==> config.mk <==
export PLATFORM = sky130hd
export DESIGN_NAME = ctfr_fault_response
export DESIGN_NICKNAME = d
export VERILOG_FILES = /design/src/ctfr_fault_response.v
export VERILOG_INCLUDE_DIRS = /design/src /design/src/src
export SDC_FILE = /design/constraint.sdc
export NUM_CORES = 1
export LEC_CHECK = 0
export BUFFER_PORTS_ARGS = -buffer_cell sky130_fd_sc_hd__buf_2
export CAP_MARGIN = 40
export CORE_MARGIN = 10
export CORE_UTILIZATION = 25
export DETAILED_ROUTE_END_ITERATION = 7
export SYNTH_ARGS = -nofsm -noshare
export SYNTH_HDL_FRONTEND = slang
export SYNTH_SLANG_ARGS = --single-unit
==> constraint.sdc <==
create_clock -name SYS_CLK -period 4.7 [get_ports SYS_CLK]
set_input_delay 0.235 -clock SYS_CLK [delete_from_list [all_inputs] [get_ports SYS_CLK]]
set_output_delay 0.235 -clock SYS_CLK [all_outputs]
set_load 0.01 [all_outputs]
==> src/ctfr_regs.vh <==
// Constants for the current and thermal fault response block.
`ifndef CTFR_REGS_VH
`define CTFR_REGS_VH
// Power stage states, one-hot.
`define CTFR_BR_ACTIVE 5'h01
`define CTFR_BR_RECIRC 5'h02
`define CTFR_BR_HIZ 5'h04
`define CTFR_BR_HSBRK 5'h08
`define CTFR_BR_LSBRK 5'h10
// Status bit positions.
`define CTFR_ST_CBC 0
`define CTFR_ST_LOCK 1
`define CTFR_ST_RISE_TO 2
`define CTFR_ST_FALL_TO 3
`define CTFR_ST_RATE 4
`define CTFR_ST_OTW 5
`define CTFR_ST_TSD 6
`define CTFR_ST_CTRL 7
// Timing: position detection timeout in ms, clock in MHz.
`define CTFR_IPD_TIMEOUT_MS 500
`define CTFR_CLK_MHZ 200
`define CTFR_IPD_TIMEOUT_CYC (`CTFR_IPD_TIMEOUT_MS * 1000 * `CTFR_CLK_MHZ)
// Default lock retry interval in ms.
`define CTFR_LOCK_RETRY_MS 1000
`define CTFR_LOCK_RETRY_CYC (`CTFR_LOCK_RETRY_MS * 1000 * `CTFR_CLK_MHZ)
`endif

==> src/ctfr_fault_response.v <==
// Fault response logic: current limit, lock current, detection and thermal faults.
// Summary of operation
// (RULE_01) Sense above cycle limit raises cycle event.
// (RULE_02) Modes 0000/0001 recirculate, resume next PWM cycle.
// (RULE_03) 0000 reports until next cycle; 0001 silent.
// (RULE_04) Modes 0010/0011 recirculate until sense drops.
// (RULE_05) Modes 0100/0101 recirculate for retry cycle count.
// (RULE_06) Mode 0111 or 1xxx takes no action.
// (RULE_07) Mode 0110 sets status bit only, drives on.
// (RULE_08) Sense above lock limit raises lock event.
// (RULE_09) Lock mode 0101 recirculates, reports, retries later.
// (RULE_10) Lock modes latch, retry, report, or ignore.
// (RULE_11) Long detection ramp: Hi-Z, report, latch.
// (RULE_12) Early detection pulse: Hi-Z, report, latch.
// (RULE_13) Warning reports while driving, clears with command.
// (RULE_14) Shutdown forces Hi-Z, resumes automatically, status sticky.
`timescale 1ns/1ps
`include "ctfr_regs.vh"

module ctfr_fault_response #(
   parameter TIMEOUT_CYC = `CTFR_IPD_TIMEOUT_CYC,
   parameter LOCK_RETRY_CYC = `CTFR_LOCK_RETRY_CYC,
   parameter RETRY_W = 8
) (
   // Clock and reset.
   input wire SYS_CLK,
   input wire RSTN,
   // Comparator and core events.
   input wire CYCLE_CURRENT_LIMIT,
   input wire LOCK_CURRENT_LIMIT,
   input wire PWM_CYCLE_START,
   input wire RAMP_ACTIVE,
   input wire RAMP_FALLING,
   input wire DETECT_PULSE_START,
   input wire CURRENT_DECAYED,
   input wire THERMAL_WARNING,
   input wire THERMAL_SHUTDOWN,
   // Configuration.
   input wire [3:0] CYCLE_LIMIT_RESPONSE_SELECT,
   input wire [RETRY_W-1:0] CYCLE_LIMIT_RETRY_COUNT,
   input wire [3:0] LOCK_CURRENT_RESPONSE_SELECT,
   input wire THERMAL_WARNING_REPORT_ENABLE,
   input wire CLEAR_FAULT_COMMAND,
   // Results.
   output reg [4:0] BRIDGE_STATE,
   output wire FAULT_PIN_N,
   output reg [7:0] FAULT_STATUS
);

   // ****************************************
   // Cycle-by-cycle current limit
   // ****************************************
   wire [3:0] cm = CYCLE_LIMIT_RESPONSE_SELECT;
   wire cyc_prot = (cm[3:1] == 3'h0) || (cm[3:1] == 3'h1) || (cm[3:1] == 3'h2);
   wire cyc_rep = cyc_prot && !cm[0];
   reg cyc_act_ff;
   reg [RETRY_W:0] cyc_cnt_ff;
   reg [RETRY_W:0] nxt_cyc_cnt;
   reg nxt_cyc_act;

   // Decide when the recirculation episode ends; recovery depends on the mode group.
   always @* begin
      nxt_cyc_act = cyc_act_ff;
      nxt_cyc_cnt = cyc_cnt_ff;
      if (!cyc_prot) begin
         nxt_cyc_act = 1'b0; // RULE_06
      end else if (!cyc_act_ff) begin
         if (CYCLE_CURRENT_LIMIT) begin // RULE_01
            nxt_cyc_act = 1'b1;
            nxt_cyc_cnt = {(RETRY_W+1){1'b0}};
         end
      end else begin
         case (cm[2:1])
            2'b00: if (PWM_CYCLE_START) nxt_cyc_act = 1'b0; // RULE_02
            2'b01: if (!CYCLE_CURRENT_LIMIT) nxt_cyc_act = 1'b0; // RULE_04
            default: begin
               if (PWM_CYCLE_START) begin
                  nxt_cyc_cnt = cyc_cnt_ff + 1'b1;
                  // Resume once the elapsed count exceeds the programmed count.
                  if (nxt_cyc_cnt > {1'b0, CYCLE_LIMIT_RETRY_COUNT})
                     nxt_cyc_act = 1'b0; // RULE_05
               end
            end
         endcase
      end
   end

   // Episode state registers.
   always @(posedge SYS_CLK or negedge RSTN) begin
      if (!RSTN) begin
         cyc_act_ff <= 1'b0;
         cyc_cnt_ff <= {(RETRY_W+1){1'b0}};
      end else begin
         cyc_act_ff <= nxt_cyc_act;
         cyc_cnt_ff <= nxt_cyc_cnt;
      end
   end

   wire cyc_report = cyc_act_ff && cyc_rep; // RULE_03
   wire cyc_flag_only = (cm == 4'h6) && CYCLE_CURRENT_LIMIT; // RULE_07

   // ****************************************
   // Lock-detection current limit
   // ****************************************
   wire [3:0] lm = LOCK_CURRENT_RESPONSE_SELECT;
   wire lock_none = lm[3] && lm[0]; // RULE_10
   wire lock_rep_only = (lm == 4'h8);
   wire lock_prot = !lm[3];
   reg lock_act_ff;
   reg [31:0] lock_tmr_ff;

   // Lock episode: latched modes wait for clear, retry modes for the interval.
   always @(posedge SYS_CLK or negedge RSTN) begin
      if (!RSTN) begin
         lock_act_ff <= 1'b0;
         lock_tmr_ff <= 32'h0;
      end else if (!lock_act_ff) begin
         lock_tmr_ff <= 32'h0;
         if (lock_prot && LOCK_CURRENT_LIMIT) // RULE_08
            lock_act_ff <= 1'b1;
      end else if (!lm[2]) begin
         // A clear while the sense output still stands above the limit is ignored,
         // so the latch cannot drop for one cycle and then re-arm.
         if ((CLEAR_FAULT_COMMAND && !LOCK_CURRENT_LIMIT) || !lock_prot)
            lock_act_ff <= 1'b0; // RULE_10
      end else begin
         lock_tmr_ff <= lock_tmr_ff + 32'h1;
         if (lock_tmr_ff >= LOCK_RETRY_CYC - 1)
            lock_act_ff <= 1'b0; // RULE_09
      end
   end

   // ****************************************
   // Position detection faults
   // ****************************************
   reg [31:0] ramp_tmr_ff;
   reg ipd_fault_ff;

   // A ramp that outlasts the timeout or a premature pulse latches Hi-Z.
   always @(posedge SYS_CLK or negedge RSTN) begin
      if (!RSTN) begin
         ramp_tmr_ff <= 32'h0;
         ipd_fault_ff <= 1'b0;
      end else begin
         ramp_tmr_ff <= RAMP_ACTIVE ? ramp_tmr_ff + 32'h1 : 32'h0;
         if ((RAMP_ACTIVE && ramp_tmr_ff >= TIMEOUT_CYC - 1) ||
             (DETECT_PULSE_START && !CURRENT_DECAYED))
            ipd_fault_ff <= 1'b1; // RULE_11 RULE_12
         else if (CLEAR_FAULT_COMMAND)
            ipd_fault_ff <= 1'b0;
      end
   end

   // ****************************************
   // Status, pin and bridge
   // ****************************************
   reg [7:0] nxt_status;
   wire ramp_to = RAMP_ACTIVE && ramp_tmr_ff >= TIMEOUT_CYC - 1;
   wire otw_ev = THERMAL_WARNING && THERMAL_WARNING_REPORT_ENABLE;
   // Only the protective codes and the report-only code record a lock event.
   wire lock_ev = LOCK_CURRENT_LIMIT && (lock_prot || lock_rep_only) && !lock_none; // RULE_10
   wire ctrl_ev = cyc_report || cyc_flag_only || lock_ev || otw_ev ||
                  THERMAL_SHUTDOWN || ramp_to || (DETECT_PULSE_START && !CURRENT_DECAYED);

   // Sticky bits 1 to 6; a new event in the clearing cycle wins over the clear.
   always @* begin
      nxt_status = CLEAR_FAULT_COMMAND ? 8'h00 : FAULT_STATUS;
      nxt_status[`CTFR_ST_CBC] = cyc_act_ff || cyc_flag_only; // RULE_02
      if (lock_ev) nxt_status[`CTFR_ST_LOCK] = 1'b1;
      if (ramp_to && !RAMP_FALLING) nxt_status[`CTFR_ST_RISE_TO] = 1'b1;
      if (ramp_to && RAMP_FALLING) nxt_status[`CTFR_ST_FALL_TO] = 1'b1;
      if (DETECT_PULSE_START && !CURRENT_DECAYED) nxt_status[`CTFR_ST_RATE] = 1'b1;
      if (otw_ev) nxt_status[`CTFR_ST_OTW] = 1'b1; // RULE_13
      if (THERMAL_SHUTDOWN) nxt_status[`CTFR_ST_TSD] = 1'b1; // RULE_14
      // The cycle limit report in modes 0000, 0010 and 0100 follows the episode.
      if (ctrl_ev || (!CLEAR_FAULT_COMMAND && FAULT_STATUS[`CTFR_ST_CTRL] &&
          (nxt_status[6:1] != 6'h00)))
         nxt_status[`CTFR_ST_CTRL] = 1'b1;
      else
         nxt_status[`CTFR_ST_CTRL] = cyc_report;
   end

   // Pin is low while any reporting fault stands; lock report-only stays off the pin.
   // The pin is registered with the status and only while a status bit stands, so a
   // clear releases both on one edge; a clear during a running lock retry therefore
   // releases the pin before the retry ends.
   wire pin_low = cyc_report || (lock_act_ff) || ipd_fault_ff || THERMAL_SHUTDOWN ||
                  (THERMAL_WARNING_REPORT_ENABLE && FAULT_STATUS[`CTFR_ST_OTW]);
   reg pin_low_ff;
   assign FAULT_PIN_N = !pin_low_ff;

   // Bridge priority: Hi-Z faults first, then lock state, then recirculation.
   reg [4:0] nxt_bridge;
   always @* begin
      nxt_bridge = `CTFR_BR_ACTIVE;
      if (ipd_fault_ff || THERMAL_SHUTDOWN) begin
         nxt_bridge = `CTFR_BR_HIZ; // RULE_11 RULE_14
      end else if (lock_act_ff) begin
         case (lm[1:0])
            2'b00: nxt_bridge = `CTFR_BR_HIZ;
            2'b01: nxt_bridge = `CTFR_BR_RECIRC; // RULE_09
            2'b10: nxt_bridge = `CTFR_BR_HSBRK;
            default: nxt_bridge = `CTFR_BR_LSBRK;
         endcase
      end else if (cyc_act_ff) begin
         nxt_bridge = `CTFR_BR_RECIRC;
      end
   end

   // Output registers.
   always @(posedge SYS_CLK or negedge RSTN) begin
      if (!RSTN) begin
         FAULT_STATUS <= 8'h00;
         BRIDGE_STATE <= `CTFR_BR_ACTIVE;
         pin_low_ff <= 1'b0;
      end else begin
         FAULT_STATUS <= nxt_status;
         BRIDGE_STATE <= nxt_bridge;
         pin_low_ff <= pin_low && (nxt_status != 8'h00);
      end
   end

endmodule

* Yosys cells after proc, flatten, opt, wreduce, memory -nomap -nowiden
Cells that the tools add are included.
Widths: inputs -> output; s select.
** Word-level totals
- Register bits after elaboration :: 90
- Output and inout bits :: 14
- Word-level logic and storage cells :: 110
** Cells by class
- $add $sub $neg :: 3
- $lt $le $gt $ge :: 3
- Equality and inequality tests :: 10
- Muxes and demuxes :: 33
- Reduce and logical (&&, ||, !) cells :: 52
** Operator list (number)
- $mux 32 :: 3
- $add 32x1->32 const B :: 2
- $mux 9 :: 4
- $ge 32x27->1 const B :: 1
- $ge 32x28->1 const B :: 1
- $mux 1 :: 20
- $logic_or 1x1->1 :: 18
- $logic_and 1x1->1 :: 17
- $pmux 5 s3 :: 1
- $mux 5 :: 2
- $add 9x1->9 const B :: 1
- $gt 9x8->1 :: 1
- $logic_not 1->1 :: 8
- $reduce_bool 8->1 :: 1
- $mux 7 :: 1
- $ne 2x2->1 const B :: 3
- $reduce_bool 6->1 :: 1
- $eq 2x1->1 const B :: 2
- $eq 4x3->1 const B :: 1
- $eq 4x4->1 const B :: 1
- $logic_not 2->1 :: 2
- $reduce_and 4->1 :: 1
- $reduce_bool 2->1 :: 2
- $eq 3x1->1 const B :: 1
- 6 further kinds :: 6

* Depth between registers and ports, before layout
Gate-level depths: netlist of run 1.
- Depth in word-level cells :: 15
- Mapped depth :: 10
- Gate-level depth less buffers :: 10

* Worst setup path before layout of run 1
Ideal clock, no wire load.
- Path type :: flip-flop to flip-flop
- Start point :: register cyc_cnt_ff[0]
- End point :: register cyc_act_ff
- Library setup time :: 101 ps
- Arrival :: 2093 ps
- Required time :: 4599 ps
- Path slack :: 2506 ps
- Cell stages (with the launch flop) :: 10
- Buffers on the path :: 0
- Cell sequence :: dfrtp_1 ha_1 nand3_1 nor2_1 xor2_1 ha_1 or4_1 a21oi_1 a211oi_1 o32ai_1
** On the way
- Word-level cells in the longest chain between the ends :: 7
** RTL lines
- from (decl) :: line ctfr_fault_response.v:57 : reg [RETRY_W:0] cyc_cnt_ff;
- from (signal assigned) :: line ctfr_fault_response.v:92 : cyc_cnt_ff <= {(RETRY_W+1){1'b0}};
- from (signal assigned) :: line ctfr_fault_response.v:95 : cyc_cnt_ff <= nxt_cyc_cnt;
- $add 9x1->9 :: line ctfr_fault_response.v:78 : nxt_cyc_cnt = cyc_cnt_ff + 1'b1;
- $gt 9x8->1 :: line ctfr_fault_response.v:80 : if (nxt_cyc_cnt > {1'b0, CYCLE_LIMIT_RETRY_COUNT})
- $mux 1 :: line ctfr_fault_response.v:80
- $mux 1 :: line ctfr_fault_response.v:77 : if (PWM_CYCLE_START) begin
- $pmux 1 s2 :: line ctfr_fault_response.v:73 : case (cm[2:1])
- $mux 1 :: line ctfr_fault_response.v:67 : end else if (!cyc_act_ff) begin
- $mux 1 :: line ctfr_fault_response.v:65 : if (!cyc_prot) begin
- via nxt_cyc_act :: line ctfr_fault_response.v:59 : reg nxt_cyc_act;
- to (signal assigned) :: line ctfr_fault_response.v:94 : cyc_act_ff <= nxt_cyc_act;
- to (decl) :: line ctfr_fault_response.v:56 : reg cyc_act_ff;
The timed path passes the listed nets, and every way through them passes these cells.
A chain may end at the register's enable or synchronous reset.

* Final worst setup path of run 1
Same ends and word-level chain as after synthesis.

==> results of run 1 <==
[where the power goes]
part	switching (mW)	internal [mW]	leakage (nW)
clock network	0.288	0.410	0.136
registers	0.0151	0.791	1.22
logic	0.0753	0.0457	1.06
[registers in the layout, summed over array words and instances (netlist names)]
signal / cells
BRIDGE_STATE: 5
FAULT_STATUS: 8
cyc_act_ff: 1
cyc_cnt_ff: 9
ipd_fault_ff: 1
lock_act_ff: 1
lock_tmr_ff: 32
pin_low_ff: 1
ramp_tmr_ff: 32
[final timing paths]
path / startpoint / end / slack (ns) / cells past startpoint
setup reg to reg: cyc_cnt_ff[0] / cyc_act_ff / 2.28 / 9
hold / removal: LOCK_CURRENT_RESPONSE_SELECT[0] / BRIDGE_STATE[3] / 0.1 / 2
hold reg to reg: ipd_fault_ff / BRIDGE_STATE[0] / 0.49 / 1
min in group asynchronous: RSTN / lock_tmr_ff[10] / 0.41 / 2
max in group asynchronous: RSTN / cyc_cnt_ff[1] / 3.28 / 3
setup / recovery: cyc_cnt_ff[0] / cyc_act_ff / 2.28 / 9
[placed cells by master, fill, tap and decap left out, drive strengths merged, types with 6 or more instances in the layout]
master / netlist / final
dfrtp: 89 / 89
nor2: 44 / 44
buf: 4 / 44
xnor2: 42 / 42
nand3: 30 / 30
and2: 28 / 28
nand2: 27 / 27
inv: 21 / 21
nand4: 19 / 19
o21ai: 18 / 18
nor4: 18 / 18
a21oi: 16 / 16
xor2: 15 / 15
nor3: 13 / 13
ha: 11 / 11
clkbuf: 17 / 11
and4: 9 / 9
or3: 9 / 9
o31ai: 7 / 7
and3: 7 / 7
or4: 6 / 6
[layer usage]
layer / wire [um] / vias up / GRT usage / part of all wire
met5: 0 / - / 0 / 0
met3: 400 / 11 / 0.0158 / 0.039
met2: 4640 / 63 / 0.124 / 0.45
li1: - / 1864 / - / -
met4: 189 / 0 / 0.0417 / 0.018
met1: 5120 / 1782 / 0.111 / 0.49
[per-stage QoR]
step           cell area, sq um  setup slack (ns)  hold slack [ns]  utilization
2_1_floorplan              4850              2.51          -0.0606            -
5_1_grt                    5640              2.06            0.112        0.299
3_3_place_gp               5310              2.35            0.264        0.281
6_report                   5640              2.28           0.0952        0.299
4_1_cts                    5640              2.30           0.0857        0.299
3_5_place_dp               5340              2.29            0.260        0.283
[logic make-up (layout without fill, tap and decap cells)]
logic type,count (synthesis),count (layout),share of synthesized area
adders and majority gates,11,11,0.0284
muxes,3,3,0.00619
other,0,1,0
AOI/OAI and AO/OA,74,74,0.101
xor gates and xnor gates,57,57,0.103
and+or+nand+nor,223,223,0.261
buffers and inverters,44,85,0.0361
DFF,90,90,0.465
[worst max-delay path, delay by kind of cell (launching register included)]
kind,cells,cell delay (ns)
XOR/XNOR,1,0.12
AND/OR/NAND/NOR,3,0.85
adder cells (fa/ha/maj),2,0.46
flip-flops,1,0.42
AO/OA/AOI/OAI,3,0.47
[area by class of cell]
class / instances / area (sq um) / share of cell area
well taps: 260 / 325 / 0.0576
flip-flops and latches: 90 / 2250 / 0.399
inverters: 23 / 86.3 / 0.0153
clock buffers: 11 / 233 / 0.0412
clock inverters: 5 / 55.1 / 0.00975
multi-input cells: 368 / 2420 / 0.429
diodes: 1 / 2.50 / 0.000443
repair buffers: 46 / 268 / 0.0474
[repair_timing]
item	CTS	global route
buffers inserted	0	0
hold buffers	1	0
hold endpoints to repair	42	0
==> results.tsv, run 1 <==
stage	metric	value	unit
status	status	finished, final reports clean	
logic_synthesis	synth.area.top_cells	dfrtp_1 (46%), xnor2_1 (7.6%), and2_1 (3.6%), nor2_1 (3.4%), nand3_1 (3.1%)	
job	cap_violations	0	
setup_path	cpMostUsedCell	ha_1	
power	total_power	1.62	mW
routing	ant_nets	0	
logic_synthesis	yosysMostFrequentCell	dfrtp_1	
placed_design	place_congestion	0.846	
routing	vias	3720	
timing	max_freq	414	MHz
logic_synthesis	synth.cell_area	0.00485	sq mm
clock_network	cts_tree	built	
logic_synthesis	yosysWarnings	0	
grt	grt_max_degree	49	
floorplanning	die_h	159	um
logic_synthesis	yosys_register_bits	90	
clock_network	cts_root_buf	clkbuf_16	
finish	layout.cells.non_filler	804	
logic_synthesis	synth_area_per_cell	9.66	sq um
routing	drc_errors	0	
floorplanning	start_util	0.257	
setup_path	crit_path_end_kind	register	
timing	min_period	2.42	ns
logic_synthesis	syn-num-nets	542	
setup_path	slowest_stage	dfrtp_1	
floorplanning	io_pins	43	
floorplanning	fp-row-count	50	
timing	finalCritPeriodShare	0.515	
logic_synthesis	ys_top_cells_by_count	dfrtp_1 (89), nor2_1 (44), xnor2_1 (42), nand3_1 (30), and2_1 (28)	
grt	grt_use_total	0.0828	
finish	layout.nets	578	
setup_path	cp_max_fo	6	
logic_synthesis	synth_flop_cell	dfrtp_1	
timing	drv_slew	0	
setup_path	path_class	reg2reg	
timing	setup_viol	0	
timing	tns	0	ns
routing	initialDrtViolationCount	165	
timing	fin_skew	0.00688	ns
logic_synthesis	syn-instance-count	502	
min_path	hold_path.class	in2reg	
logic_synthesis	ys_seq_area_frac	0.465	
logic_synthesis	synth_top_area_frac	0.459	
power	p_leak	2.42	nW
routing	wl	10.3	mm
clock_network	cts_max_level	3	
clock_network	clock_latency	0.34	ns
grt	grt_pass1_wl	18.0	mm
logic_synthesis	synth_top_area_cell	dfrtp_1	
finish	drive_gt1_frac	0.123	
timing	timing_hold_violations_final	0	
placed_design	post-dp-hpwl	7.47	mm
grt	grt_pass1_vias	3599	
routing	vias_per_cell	4.63	
clock_network	clock_path_buffers	2	
setup_path	startpoint_type	register	
setup_path	crit_arrival	2.66	ns
grt	grt-ovfl-total	0	
logic_synthesis	synth_edf_count	0	
power	p_per_area	288	mW/mm^2
placed_design	place_inst	786	
setup_path	worstPathRequired	4.94	ns
timing	slew_headroom	0.587	
power	peakVddDrop	171	uV
grt	antenna_found_initial	1	
routing	post_drt_wl_per_cell	12.9	um
floorplanning	die_w	159	um
floorplanning	core-area	0.0189	sq mm
finish	area_growth_syn_to_layout	16.4	%
clock_network	cts_resized	0	
setup_path	max_stage_delay	0.42	ns
logic_synthesis	async_flop_share	1.00	
placed_design	port_buffers	42	
floorplanning	die_area	0.0254	sq mm
clock_network	cts_buffers	9	
routing	first_pass_iters	4	
setup_path	path_cells	ha_1 > nand3_1 > nor2_1 > xor2_1 > ha_1 > or4_1 > a21oi_1 > a211oi_1 > o32ai_1	
timing	worst_pin_slew	0.604	ns
clock_network	clk_pin_slew	0.06	ns
logic_synthesis	yosysUniqueCellTypes	53	
timing	rsz0062_at_grt	no	
clock_network	cts_sinks	90	
finish	n_fill_cell	2002	
No activity file was read; power rests on OpenSTA's default activity.
==> run 2: changes to the inputs <==
- ABC_AREA: default -> 1
- clock period: 4.7 -> 2.4 ns (I/O delays scaled with it)
==> results.tsv, run 2 <==
stage	metric	value	unit	change
job	cap_violations	0		unchanged
logic_synthesis	synth_top_area_cell	dfrtp_1		
timing	drv_slew	0		unchanged
timing	min_period	2.19	ns	-0.232 ns
grt	grt_pass1_vias	4703		+31%
clock_network	clock_latency	0.34	ns	about the same
finish	n_fill_cell	2225		+11%
logic_synthesis	synth.cell_area	0.00525	sq mm	+8.3%
setup_path	path_cells	ha_2 > nand2_2 > nor2_4 > xor2_1 > inv_1 > ha_4 > nand2_2 > nor2_2 > nand2_1 > nand3_1 > nand2_1 > nand2_1 > nand2_1 > nand2_1 > nand2_1 > nand2_1 > nand2_1 > nand2_1 > a21oi_1		
clock_network	clk_pin_slew	0.06	ns	about the same
grt	antenna_found_initial	2		+1
routing	post_drt_wl_per_cell	13.3	um	+3.2%
power	p_leak	2.82	nW	+17%
finish	top_regs	lock_tmr_ff x32, ramp_tmr_ff x32, cyc_cnt_ff x9		
power	p_per_area	543	mW/mm^2	+89%
logic_synthesis	synth.area.mux_share	0		-0.00619
finish	drive_gt1_frac	0.137		+0.0141
logic_synthesis	synth_xor_area_frac	0.0250		-0.0779
logic_synthesis	synth.area.top_cells	dfrtp_1 (42%), nand2_1 (9.8%), inv_1 (8.0%), nor2_1 (6.6%), nor3_1 (3.6%)		
logic_synthesis	synth_area_per_cell	7.44	sq um	-23%
timing	setup_viol	0		unchanged
placed_design	post-dp-hpwl	10.5	mm	+41%
logic_synthesis	yosysWarnings	0		unchanged
finish	mostFrequentLayoutCells	nand2_1 (135), inv_1 (112), dfrtp_1 (89), nor2_1 (89), buf_2 (41)		
clock_network	cts_sinks	90		unchanged
floorplanning	fp-row-count	52		+4.0%
placed_design	place_congestion	0.875		+3.5%
logic_synthesis	syn-instance-count	706		+41%
timing	timing_hold_violations_final	0		unchanged
placed_design	port_buffers	42		unchanged
floorplanning	die_w	165	um	+3.6%
timing	worst_pin_slew	0.703	ns	+0.0986 ns
routing	first_pass_iters	4		unchanged
routing	initialDrtViolationCount	304		+84%
timing	fin_skew	0.00889	ns	+0.00201 ns
logic_synthesis	yosysMostFrequentCell	nand2_1		
status	status	finished, final reports clean		
min_path	hold_path.class	in2reg		
finish	layout.nets	806		+39%
finish	final_area	0.00625	sq mm	+11%
logic_synthesis	synth-adder-area-share	0.0262		-0.00218
floorplanning	core-area	0.0204	sq mm	+8.1%
setup_path	crit_arrival	2.42	ns	-0.24 ns
grt	grt_use_total	0.104		+0.0208
clock_network	cts_max_level	3		unchanged
routing	vias	4787		+29%
floorplanning	die_area	0.0272	sq mm	+7.3%
setup_path	cpMostUsedCell	nand2_1		
clock_network	cts_root_buf	clkbuf_16		
setup_path	cp_max_fo	3		-3
logic_synthesis	synth_top_family_by_area	simple AND/OR/NAND/NOR gates		
grt	grt_pass1_wl	23.0	mm	+28%
logic_synthesis	yosysUniqueCellTypes	39		-26%
clock_network	cts_tree	built		
timing	max_freq	457	MHz	+11%
timing	slew_headroom	0.532		-0.0553
timing	finalCritPeriodShare	0.911		+0.397
logic_synthesis	synthSimpleGateAreaFrac	0.330		+0.0690
grt	grt_max_degree	55		+12%
logic_synthesis	ys_top_cells_by_count	nand2_1 (137), inv_1 (112), nor2_1 (92), dfrtp_1 (89), nor3_1 (38)		
floorplanning	die_h	165	um	+3.6%
logic_synthesis	synth_top_area_frac	0.424		-0.0353
floorplanning	start_util	0.257		+0.000477
logic_synthesis	syn-num-nets	746		+38%
clock_network	clock_path_buffers	2		unchanged
placed_design	dpl_cell_area	0.00584	sq mm	+9.3%
finish	layout_commonest_cell	nand2_1		
logic_synthesis	ys_seq_area_frac	0.429		-0.0357
routing	vias_per_cell	4.59		-0.71%
logic_synthesis	synth_flop_cell	dfrtp_1		
setup_path	cp_num_buf_inv	1		+1
setup_path	max_stage_delay	0.38	ns	-0.04 ns
setup_path	crit_family	simple AND/OR/NAND/NOR gates		
grt	grt-ovfl-total	0		unchanged
logic_synthesis	synth-compound-area-share	0.102		+0.00103
setup_path	startpoint_type	register		
routing	drc_errors	0		unchanged
logic_synthesis	synth_edf_count	0		unchanged
setup_path	slowest_stage	dfrtp_1		
logic_synthesis	yosys_register_bits	90		unchanged
floorplanning	io_pins	43		unchanged
routing	wl	13.8	mm	+34%
clock_network	cts_buffers	9		unchanged
finish	area_growth_syn_to_layout	19.1	%	
routing	ant_nets	0		unchanged
logic_synthesis	async_flop_share	1.00		unchanged
setup_path	worstPathRequired	2.63	ns	-2.31 ns
timing	tns	0	ns	unchanged
power	peakVddDrop	262	uV	+53%
setup_path	crit_path_end_kind	register		
setup_path	path_class	reg2reg		
[run 2: changes by cell type in the layout (fill, tap and decap cells not counted), moves of 20 or more]
cell	before	now
nand2_1	27	135
nor3_1	13	38
nor2_1	44	89
inv_1	21	112
and2_1	28	0
a21oi_1	16	36
xnor2_1	42	3
[run 2: timing repair]
action | in CTS | in global routing
hold buffers | 1 | 0
hold endpoints to repair | 52 | 0
gates resized for setup | 0 | 11
buffers inserted | 0 | 6
setup endpoints to repair | 0 | 1
[run 2: final timing paths]
| check | startpoint | end | slack (ns) | cells after the start |
|---|---|---|---|---|
| min | LOCK_CURRENT_RESPONSE_SELECT[0] | BRIDGE_STATE[3] | 0.03 | 2 |
| max in group asynchronous | RSTN | lock_act_ff | 1.37 | 3 |
| min reg2reg | cyc_act_ff | BRIDGE_STATE[0] | 0.45 | 1 |
| min in group asynchronous | RSTN | ramp_tmr_ff[11] | 0.37 | 2 |
| max reg2reg | cyc_cnt_ff[0] | cyc_act_ff | 0.21 | 19 |
| max | cyc_cnt_ff[0] | cyc_act_ff | 0.21 | 19 |
[run 2: cell families after synthesis]
group,after synthesis
compound gates,98
xor+xnor,15
fa+ha+maj,11
buf+inv,123
flops,90
simple gates,369
[run 2: cell type report]
type | instances | area, sq um | share of cell area
antenna | 1 | 2.50 | 0.000400
sequential | 90 | 2250 | 0.360
timing repair buffer | 56 | 333 | 0.0532
tap | 270 | 338 | 0.0540
clock inverter | 4 | 50.0 | 0.00800
clock buffer | 12 | 256 | 0.0410
inverter | 116 | 435 | 0.0696
multi-input combinational | 493 | 2590 | 0.413
[run 2: metrics by stage]
stage | hold slack [ns] | total power [mW] | instances | utilization | worst slack (ns)
after detailed placement | 0.227 | 1.97 | 1018 | 0.286 | 0.111
after CTS | 0.0140 | 3.43 | 1035 | 0.301 | 0.0951
after global placement | 0.221 | 1.97 | 1018 | 0.286 | 0.192
final | 0.0281 | 3.40 | 1042 | 0.306 | 0.213
after floorplan | -0.176 | 1.79 | 706 | - | 0.350
after global routing | 0.0259 | 3.55 | 1041 | 0.306 | -0.0255
[run 2: where the power goes]
| group | total (mW) | internal [mW] | switching (mW) |
|---|---|---|---|
| Clock | 1.45 | 0.863 | 0.583 |
| Combinational | 0.360 | 0.122 | 0.238 |
| Sequential | 1.59 | 1.56 | 0.0324 |
| Total | 3.40 | 2.54 | 0.853 |
[run 2: routing by layer]
metal | vias to the layer above | share of wire | global-route usage
met3 | 24 | 0.033 | 0.0162
met4 | 2 | 0.030 | 0.0447
li1 | 2444 | - | -
met2 | 88 | 0.44 | 0.161
met1 | 2229 | 0.50 | 0.140
met5 | - | 0.00051 | 0
==> run 3: changes to the inputs <==
- clock period: 2.4 -> 2.3 ns (I/O delays scaled with it)
==> results.tsv, run 3 (same netlist as run 2, synthesis figures left out) <==
stage	metric	value	unit	change
placed_design	place_congestion	0.862		-1.5%
finish	regArea	0.00225	sq mm	unchanged
timing	slew_headroom	0.512		-0.0197
floorplanning	die_w	165	um	unchanged
finish	final_util	0.307		+0.000613
finish	layout_commonest_cell	nand2_1		
setup_path	path_cells	ha_2 > nand2_1 > nor2_2 > xor2_1 > inv_1 > ha_4 > nand2_2 > nor2_2 > nand2_1 > nand3_1 > nand2_1 > nand2_1 > nand2_1 > nand2_1 > nand2_1 > nand2_1 > nand2_1 > nand2_1 > a21oi_2		
placed_design	dp_slack	0.0995	ns	-0.0117 ns
timing	finalWorstSetupSlack	0.123	ns	-0.0906 ns
power	p_per_area	563	mW/mm^2	+3.7%
setup_path	path_class	reg2reg		
grt	grt_use_total	0.105		+0.00153
setup_path	crit_arrival	2.41	ns	about the same
floorplanning	io_pins	43		unchanged
timing	tns	0	ns	unchanged
timing	min_period	2.18	ns	-0.00938 ns
placed_design	post-dp-hpwl	10.4	mm	-0.89%
setup_path	max_stage_delay	0.39	ns	about the same
finish	antenna_cells	0		-1
placed_design	port_buffers	42		unchanged
routing	wl	13.6	mm	-1.5%
floorplanning	core-area	0.0204	sq mm	unchanged
power	p_clk_frac	0.426		about the same
floorplanning	fp-row-count	52		unchanged
setup_path	cp_max_fo	3		unchanged
finish	multiInputGateArea	0.00259	sq mm	+0.29%
grt	antenna_found_initial	2		unchanged
finish	top_regs	lock_tmr_ff x32, ramp_tmr_ff x32, cyc_cnt_ff x9		
clock_network	cts_sinks	90		unchanged
setup_path	worstPathRequired	2.53	ns	-0.10 ns
clock_network	clock_path_buffers	2		unchanged
floorplanning	start_util	0.257		unchanged
power	p_leak	2.81	nW	-0.25%
timing	rsz0062_at_grt	yes		
finish	n_fill_cell	2225		unchanged
power	peakVddDrop	307	uV	+17%
grt	grt-ovfl-total	0		unchanged
finish	area_growth_syn_to_layout	19.3	%	
finish	final_area	0.00627	sq mm	+0.20%
grt	grt_pass1_vias	4792		+1.9%
routing	first_pass_iters	5		+1
routing	vias_per_cell	4.55		-1.0%
power	seq_power_share	0.469		about the same
floorplanning	die_area	0.0272	sq mm	unchanged
routing	vias	4739		-1.0%
grt	grt_max_degree	48		-13%
timing	setup_viol	0		unchanged
finish	layout.cells.non_filler	1042		unchanged
routing	drc_errors	0		unchanged
finish	mostFrequentLayoutCells	nand2_1 (135), inv_1 (108), dfrtp_1 (89), nor2_1 (89), buf_2 (41)		
setup_path	cpMostUsedCell	nand2_1		
setup_path	crit_path_end_kind	register		
timing	max_freq	459	MHz	+0.43%
clock_network	clock_latency	0.34	ns	about the same
min_path	hold_path.class	in2reg		
timing	timing_hold_violations_final	0		unchanged
job	cap_violations	0		unchanged
setup_path	startpoint_type	register		
finish	drive_gt1_frac	0.148		+0.0102
clock_network	cts_buffers	9		unchanged
routing	post_drt_wl_per_cell	13.1	um	-1.5%
clock_network	clk_pin_slew	0.07	ns	about the same
timing	drv_slew	0		unchanged
floorplanning	die_h	165	um	unchanged
finish	layout.nets	807		+0.12%
routing	ant_nets	0		unchanged
placed_design	dpl_cell_area	0.00586	sq mm	+0.26%
grt	grt_pass1_wl	23.4	mm	+1.4%
timing	fin_skew	0.00951	ns	+0.000623 ns
clock_network	cts_tree	built		
timing	finalCritPeriodShare	0.947		+0.0355
status	status	finished, final reports clean		
power	p_switching	0.929	mW	+8.9%
placed_design	place_inst	1020		+0.20%
setup_path	r2r_setup_slack	0.12	ns	-0.09 ns
power	internal_power	2.60	mW	+2.3%
power	combPwrFrac	0.105		about the same
power	swShare	0.263		+0.0121
routing	initialDrtViolationCount	339		+12%
clock_network	cts_max_level	3		unchanged
setup_path	slowest_stage	dfrtp_1		
timing	worst_pin_slew	0.732	ns	+0.0296 ns
clock_network	cts_root_buf	clkbuf_16		
## run 3: critical path, delay by kind of cell, from the launching register on
family / cells / cell delay [ns]
simple gates: 14 / 0.85
flops: 1 / 0.39
fa+ha+maj: 2 / 0.48
compound gates: 1 / 0.05
buf+inv: 1 / 0.10
xor+xnor: 1 / 0.20
## run 3: what timing repair did
action,in CTS,in global routing
endpoints found under the setup margin,0,1
hold endpoints to repair,28,0
hold buffers,2,0
resized for setup,0,18
setup buffers,0,4
## run 3: worst paths after layout
kind | startpoint | endpoint | cells past startpoint
worst max-delay path | cyc_cnt_ff[0] | cyc_act_ff | 19
worst max register to register | cyc_cnt_ff[0] | cyc_act_ff | 19
min in group asynchronous | RSTN | ramp_tmr_ff[6] | 2
worst min register to register | cyc_act_ff | BRIDGE_STATE[0] | 1
max in group asynchronous | RSTN | BRIDGE_STATE[0] | 3
worst min-delay path | LOCK_CURRENT_RESPONSE_SELECT[1] | BRIDGE_STATE[4] | 3
## run 3: power groups by stage
stage / clock network (mW) / logic [mW] / registers [mW]
2_1_floorplan: 0 / 0.175 / 1.70
3_3_place_gp: 0 / 0.361 / 1.69
3_5_place_dp: 0 / 0.364 / 1.69
4_1_cts: 1.55 / 0.368 / 1.66
5_1_grt: 1.61 / 0.430 / 1.66
6_report: 1.50 / 0.371 / 1.66
## run 3: per-stage QoR
stage	power (mW)	hold WS [ns]
after global placement	2.05	0.0681
final	3.53	0.0397
after CTS	3.57	0.0284
after floorplan	1.87	-0.181
after global routing	3.70	0.0359
after detailed placement	2.05	0.0679
## run 3: cell type report
cell class,count,share of cell area
inverter,116,0.0695
tap,270,0.0539
sequential,90,0.360
clock buffer,9,0.0359
timing repair buffer,57,0.0547
multi-input combinational,493,0.414
clock inverter,7,0.0126
## run 3: routing by layer
| metal | wire [um] | part of all wire | vias up | global-route usage |
|---|---|---|---|---|
| met5 | 13 | 0.00095 | - | 0 |
| met2 | 5980 | 0.44 | 85 | 0.161 |
| li1 | - | - | 2438 | - |
| met3 | 403 | 0.030 | 16 | 0.0194 |
| met4 | 268 | 0.020 | 2 | 0.0423 |
| met1 | 6960 | 0.51 | 2198 | 0.143 |
